--- src/pkg/mie_pkg.sv ---
package mie_pkg;

  localparam int DATA_W    = 8;
  localparam int ADDR_W    = 8;
  localparam int PC_W      = 12;
  localparam int OPC_W     = 4;

  // Operation codes presented on the instruction port
  localparam logic [3:0] OP_NOP       = 4'h0;
  localparam logic [3:0] OP_SLEEP     = 4'h1;
  localparam logic [3:0] OP_INC_MEM   = 4'h2;
  localparam logic [3:0] OP_INC_WREG  = 4'h3;
  localparam logic [3:0] OP_DEC_WREG  = 4'h4;
  localparam logic [3:0] OP_BRANCH    = 4'h5;
  localparam logic [3:0] OP_LOAD_MEM  = 4'h6;
  localparam logic [3:0] OP_LOAD_IMM  = 4'h7;
  localparam logic [3:0] OP_STORE     = 4'h8;

  localparam logic [7:0] WREG_RST     = 8'h00;
  localparam logic [11:0] PC_RST      = 12'h000;
  localparam logic [7:0] ONE_B        = 8'h01;
  localparam logic [11:0] ONE_PC      = 12'h001;

  typedef enum logic [2:0] {
    MIE_RUN    = 3'b001,
    MIE_BUBBLE = 3'b010,
    MIE_HALT   = 3'b100
  } mie_state_t;

endpackage : mie_pkg

--- src/rtl/mie_sync2.sv ---
`timescale 1ns/100ps
module mie_sync2 (
  input  wire logic sys_clk,
  input  wire logic arst_n,
  input  wire logic din,
  output logic      dout
);
  logic stage1_reg;
  always_ff @(posedge sys_clk or negedge arst_n) begin
    if (!arst_n) begin
      stage1_reg <= 1'b0;
      dout       <= 1'b0;
    end else begin
      stage1_reg <= din;
      dout       <= stage1_reg;
    end
  end
endmodule : mie_sync2

--- src/rtl/mie_exec.sv ---
`timescale 1ns/100ps
module mie_exec
  import mie_pkg::*;
(
  input  wire logic              sys_clk,
  input  wire logic              arst_n,
  input  wire logic              instr_valid,
  input  wire logic [OPC_W-1:0]  instr_op,
  input  wire logic [ADDR_W-1:0] instr_addr,
  input  wire logic [DATA_W-1:0] instr_imm,
  input  wire logic [PC_W-1:0]   instr_target,
  input  wire logic [DATA_W-1:0] mem_rdata,
  input  wire logic              wake_pin,
  output logic                   instr_ready,
  output logic [ADDR_W-1:0]      mem_addr,
  output logic                   mem_we,
  output logic [DATA_W-1:0]      mem_wdata,
  output logic [PC_W-1:0]        pc_reg,
  output logic [DATA_W-1:0]      working_register,
  output logic                   zero_flag,
  output logic                   power_down_flag,
  output logic                   watchdog_timeout_flag,
  output logic                   watchdog_timer_clear,
  output logic                   sys_clk_gate_off,
  output logic                   dummy_cycle
);

  mie_state_t state_reg;
  mie_state_t state_next;
  logic       wake_sync;

  mie_sync2 u_wake (
    .sys_clk (sys_clk),
    .arst_n  (arst_n),
    .din     (wake_pin),
    .dout    (wake_sync)
  );

  wire       in_run    = (state_reg == MIE_RUN);
  wire       issue     = in_run && instr_valid;
  wire       is_sleep  = issue && (instr_op == OP_SLEEP);
  wire       is_incm   = issue && (instr_op == OP_INC_MEM);
  wire       is_incw   = issue && (instr_op == OP_INC_WREG);
  wire       is_decw   = issue && (instr_op == OP_DEC_WREG);
  wire       is_branch = issue && (instr_op == OP_BRANCH);
  wire       is_ldm    = issue && (instr_op == OP_LOAD_MEM);
  wire       is_ldi    = issue && (instr_op == OP_LOAD_IMM);
  wire       is_store  = issue && (instr_op == OP_STORE);

  wire [DATA_W-1:0] inc_val = mem_rdata + ONE_B;
  wire [DATA_W-1:0] dec_val = mem_rdata - ONE_B;
  wire [DATA_W-1:0] alu_val = is_decw ? dec_val : inc_val;
  wire              alu_zero = (alu_val == 8'h00);
  wire              zero_upd = is_incm || is_incw || is_decw;

  assign instr_ready = in_run;
  assign mem_addr    = instr_addr;
  assign mem_we      = is_incm || is_store;
  assign mem_wdata   = is_store ? working_register : inc_val;
  assign sys_clk_gate_off = (state_reg == MIE_HALT);
  assign dummy_cycle      = (state_reg == MIE_BUBBLE);

  always_comb begin
    state_next = state_reg;
    unique case (state_reg)
      MIE_RUN: begin
        if (is_branch)
          state_next = MIE_BUBBLE;
        else if (is_sleep)
          state_next = MIE_HALT;
      end
      MIE_BUBBLE: state_next = MIE_RUN;
      MIE_HALT: begin
        if (wake_sync)
          state_next = MIE_RUN;
      end
      default: state_next = MIE_RUN;
    endcase
  end

  always_ff @(posedge sys_clk or negedge arst_n) begin
    if (!arst_n)
      state_reg <= MIE_RUN;
    else
      state_reg <= state_next;
  end

  always_ff @(posedge sys_clk or negedge arst_n) begin
    if (!arst_n)
      pc_reg <= PC_RST;
    else if (is_branch)
      pc_reg <= instr_target;
    else if (issue)
      pc_reg <= pc_reg + ONE_PC;
  end

  always_ff @(posedge sys_clk or negedge arst_n) begin
    if (!arst_n)
      working_register <= WREG_RST;
    else if (is_incw || is_decw)
      working_register <= alu_val;
    else if (is_ldm)
      working_register <= mem_rdata;
    else if (is_ldi)
      working_register <= instr_imm;
  end

  always_ff @(posedge sys_clk or negedge arst_n) begin
    if (!arst_n)
      zero_flag <= 1'b0;
    else if (zero_upd)
      zero_flag <= alu_zero;
  end

  always_ff @(posedge sys_clk or negedge arst_n) begin
    if (!arst_n) begin
      power_down_flag       <= 1'b0;
      watchdog_timeout_flag <= 1'b0;
    end else if (is_sleep) begin
      power_down_flag       <= 1'b1;
      watchdog_timeout_flag <= 1'b0;
    end
  end

  always_ff @(posedge sys_clk or negedge arst_n) begin
    if (!arst_n)
      watchdog_timer_clear <= 1'b0;
    else
      watchdog_timer_clear <= is_sleep;
  end

  sleep_flags_a: assert property (@(posedge sys_clk) disable iff (!arst_n)
    is_sleep |=> power_down_flag && !watchdog_timeout_flag
      && watchdog_timer_clear && sys_clk_gate_off)
    else $error("sleep did not set flags");

  halt_holds_a: assert property (@(posedge sys_clk) disable iff (!arst_n)
    sys_clk_gate_off && !wake_sync |=> sys_clk_gate_off
      && $stable(working_register) && $stable(pc_reg))
    else $error("halt state not held");

  wdt_clear_a: assert property (@(posedge sys_clk) disable iff (!arst_n)
    watchdog_timer_clear |-> $past(is_sleep))
    else $error("watchdog clear without sleep");

  inc_mem_a: assert property (@(posedge sys_clk) disable iff (!arst_n)
    is_incm |-> mem_we && mem_wdata == mem_rdata + ONE_B)
    else $error("increment write wrong");

  inc_wreg_a: assert property (@(posedge sys_clk) disable iff (!arst_n)
    is_incw |-> !mem_we ##1
      working_register == $past(mem_rdata) + ONE_B)
    else $error("add one into working register wrong");

  dec_wreg_a: assert property (@(posedge sys_clk) disable iff (!arst_n)
    is_decw |-> !mem_we ##1
      working_register == $past(mem_rdata) - ONE_B)
    else $error("subtract one into working register wrong");

  branch_pc_a: assert property (@(posedge sys_clk) disable iff (!arst_n)
    is_branch |=> pc_reg == $past(instr_target)
      && $stable(zero_flag))
    else $error("branch target not loaded");

  branch_bubble_a: assert property (@(posedge sys_clk) disable iff (!arst_n)
    is_branch |=> dummy_cycle && !instr_ready ##1 instr_ready)
    else $error("branch not two cycles");

  load_mem_a: assert property (@(posedge sys_clk) disable iff (!arst_n)
    is_ldm |=> working_register == $past(mem_rdata)
      && $stable(zero_flag))
    else $error("load from memory wrong");

  load_imm_a: assert property (@(posedge sys_clk) disable iff (!arst_n)
    is_ldi |=> working_register == $past(instr_imm)
      && $stable(zero_flag))
    else $error("load immediate wrong");

  store_a: assert property (@(posedge sys_clk) disable iff (!arst_n)
    is_store |-> mem_we && mem_wdata == working_register)
    else $error("store data wrong");

  zero_flag_a: assert property (@(posedge sys_clk) disable iff (!arst_n)
    zero_upd |=> zero_flag == ($past(alu_val) == 8'h00))
    else $error("zero flag wrong");

endmodule : mie_exec

--- config.mk ---
export PLATFORM = sky130hd
export DESIGN_NAME = mie_exec
export DESIGN_NICKNAME = d
export VERILOG_FILES = /design/src/pkg/mie_pkg.sv /design/src/rtl/mie_sync2.sv /design/src/rtl/mie_exec.sv
export SDC_FILE = /design/constraint.sdc
export NUM_CORES = 1
export LEC_CHECK = 0
export ABC_CLOCK_PERIOD_IN_PS = 2800
export CAP_MARGIN = 30
export CELL_PAD_IN_SITES_DETAIL_PLACEMENT = 0
export CELL_PAD_IN_SITES_GLOBAL_PLACEMENT = 1
export CORE_ASPECT_RATIO = 0.8
export CORE_MARGIN = 8
export CORE_UTILIZATION = 46
export DETAILED_ROUTE_END_ITERATION = 12
export DONT_BUFFER_PORTS = 1
export PLACE_DENSITY_LB_ADDON = 0.1
export SLEW_MARGIN = 20
export SYNTH_ARGS = -nofsm -noshare
export SYNTH_HDL_FRONTEND = slang
export SYNTH_HIERARCHICAL = 1
export SYNTH_SLANG_ARGS = --single-unit
--- constraint.sdc ---
create_clock -name sys_clk -period 2.8 [get_ports sys_clk]
set_input_delay 0.14 -clock sys_clk [delete_from_list [all_inputs] [get_ports sys_clk]]
set_output_delay 0.14 -clock sys_clk [all_outputs]
set_load 0.01 [all_outputs]
==> impl_metrics.env <==
export IMPL_rows=22
export IMPL_crit_fanout=20
export IMPL_netlist_area_um2=2110
export IMPL_largest_reg_flops=12
export IMPL_final_cell_mix="27 x dfrtp_1, 22 x nor2_1, 18 x mux2i_1, 14 x nand2_1, 14 x dlygate4sd3_1"
export IMPL_required_ps=2660
export IMPL_die_x_um=91.8
export IMPL_cts_path_max_buffers=2
export IMPL_viasPerCell=6.07
export IMPL_grt_pass1_vias=1692
export IMPL_ys_types=48
export IMPL_clkLatencyLatePin_ps=280
export IMPL_fill_cells=426
export IMPL_slew_violations=0
export IMPL_period_needed_ps=2490
export IMPL_vias=1790
export IMPL_final_area_um2=2320
export IMPL_ant_nets=0
export IMPL_die_area_um2=7040
export IMPL_cts_tree="yes"
export IMPL_ys_seq_elements=28
export IMPL_grt_pass1_wl_mm=9.30
export IMPL_final_common_cell="dfrtp_1"
export IMPL_tns_ps=0
export IMPL_fmax_mhz=401
export IMPL_peakVddDrop_v=0.000364
export IMPL_place_congestion=0.855
export IMPL_cp_arrival_ps=2350
export IMPL_power_density_nw_per_um2=559
export IMPL_end_kind="primary output"
export IMPL_cts_buffers_inserted=3
export IMPL_final_util_pct=51.3
export IMPL_p_leak_nw=0.938
export IMPL_antenna_cells=0
export IMPL_fin_crit_sh_pct=89.0
export IMPL_slew_headroom_pct=60.8
export IMPL_wl_per_cell_um=20.0
export IMPL_worst_setup_path_start_kind="register"
export IMPL_skew_ps=9.62
export IMPL_cts_max_level=1
export IMPL_antenna_found_initial=0
export IMPL_dr_pass1_iters=4
export IMPL_worst_slack_ps=308
export IMPL_die_h_um=76.6
export IMPL_outcome="finished clean"
export IMPL_portBuffers=0
export IMPL_syn_inst=235
export IMPL_finalHoldViolations=0
export IMPL_maxCapViolCount=0
export IMPL_ios=88
export IMPL_worstRegToRegCells=7
export IMPL_hold_depth=2
export IMPL_grt_setup_unrepaired="false"
export IMPL_syn_to_final_growth_pct=9.59
export IMPL_cts_sink_count=28
export IMPL_syn_avg_cell_area_um2=9.00
export IMPL_final_nets=283
export IMPL_grt_usage_pct=16.3
export IMPL_start_util_pct=46.8
export IMPL_grt_ovfl_total=0
export IMPL_setup_viol=0
export IMPL_cts_root_buf="clkbuf_8"
export IMPL_syn_num_nets=282
export IMPL_tightest_slew_ps=586
export IMPL_post_dp_cell_area_um2=2090
export IMPL_grt_max_degree=29
export IMPL_seq_area_frac_synth_pct=33.2
export IMPL_dp_hpwl_mm=4.50
export IMPL_drive_above_1_share_pct=11.9
export IMPL_place_ws_ps=567
export IMPL_core_region_area_um2=4510
export IMPL_hp_class="in -> reg"
export IMPL_routed_wl_mm=5.89
export IMPL_first_iter_violations=79
export IMPL_p_total_mw=1.29
export IMPL_clkTransAtPathRegs_ps=100
export IMPL_yosys_warnings=6
export IMPL_drc=0
export IMPL_worstSetupPathType="reg -> out"
## where the power goes
group | switching, mW | total, mW | internal [mW]
clock | 0.131 | 0.323 | 0.191
sequential | 0.179 | 0.686 | 0.507
combinational | 0.132 | 0.286 | 0.154
total | 0.443 | 1.29 | 0.852
## per-stage QoR
stage               hold WS, ps  std cells
floorplan                  -156        235
global placement           -155        276
detailed placement         -155        276
CTS                       0.489        294
global route               27.8        295
finish                     34.0        295
## timing repair
item / CTS / global route
hold endpoints to repair: 39 / 1
hold buffers: 14 / 1
setup buffers: 0 / 0
gates resized for setup: 0 / 0
endpoints found under the setup margin: 0 / 0
## kinds of logic (layout without fill, tap and decap cells)
logic type	count (synthesis)	after routing	share of synthesized area (%)
AND/OR/NAND/NOR	84	84	22.7
AO/OA/AOI/OAI	46	46	14.1
flip-flops	28	28	33.2
buffers and inverters	28	28	7.22
multiplexers	27	27	13.3
XOR/XNOR	18	18	7.46
adder cells (fa/ha/maj)	3	3	1.78
other	1	1	0.177
## per-layer routing
layer	wire, µm	track usage, %	part of all wire, %
met5	0	0	0
met4	97	4.49	1.6
met3	638	7.19	11
met2	2470	21.9	42
met1	2680	22.6	46
## area by class of cell
| type | count | area (µm²) | share of cell area, % |
|---|---|---|---|
| Clock inverter | 1 | 30.0 | 1.30 |
| Timing Repair Buffer | 19 | 190 | 8.21 |
| Multi-Input combinational cell | 179 | 1260 | 54.4 |
| Tap cell | 60 | 75.1 | 3.24 |
| Sequential cell | 28 | 702 | 30.3 |
| Inverter | 5 | 18.8 | 0.810 |
| Clock buffer | 3 | 41.3 | 1.78 |
## critical path, cell delays in order, from the launching register on
cell and delay (ps):
dfstp_2 570, and4bb_2 260, buf_4 230, nand4_1 510, mux2_2 500
## final timing paths
| check | startpoint | endpoint | slack, ps |
|---|---|---|---|
| hold / removal | instr_target[0] | pc_reg[0] | 30 |
| setup reg to reg | state_reg[0] | working_register[4] | 520 |
| max in group asynchronous | arst_n | state_reg[0] | 2270 |
| setup / recovery | state_reg[0] | mem_wdata[1] | 310 |
| hold reg to reg | u_wake/stage1_reg | u_wake/dout | 370 |
| min in group asynchronous | arst_n | pc_reg[4] | 280 |
## synthesized netlist by cell type (all sizes together)
cell     number  area [µm²]
o22ai         1        6.26
a211oi        1        7.51
or2           2        12.5
a21oi        13        65.1
a221o         5        50.1
xnor2         7        61.3
buf          13        96.3
and2          1        6.26
inv           5        18.8
a31o          1        8.76
clkbuf       10        37.5
o2bb2ai       1        8.76
xor2         11        96.3
dfrtp        27         676
a2bb2oi       1        8.76
nand2b        3        21.3
nor3b         8        60.1
mux2          9         101
nor4          1        21.3
a31oi         3        18.8
nor3          3        26.3
and4bb        1        12.5
and3         11        68.8
o311ai        1        8.76
or4b          1        10.0
nor4b         1        8.76
ha            3        37.5
a32oi         1        8.76
dfstp         1        26.3
a211o         1        8.76
o21ai        13        68.8
o31ai         2        15.0
mux2i        18         180
nand2        14        52.6
a22oi         2        15.0
nand3         6        30.0
or3           2        12.5
nand4bb       1        11.3
nor2         22        82.6
conb          1        3.75
nand4         7        43.8
(Power assumes the default switching activity.)
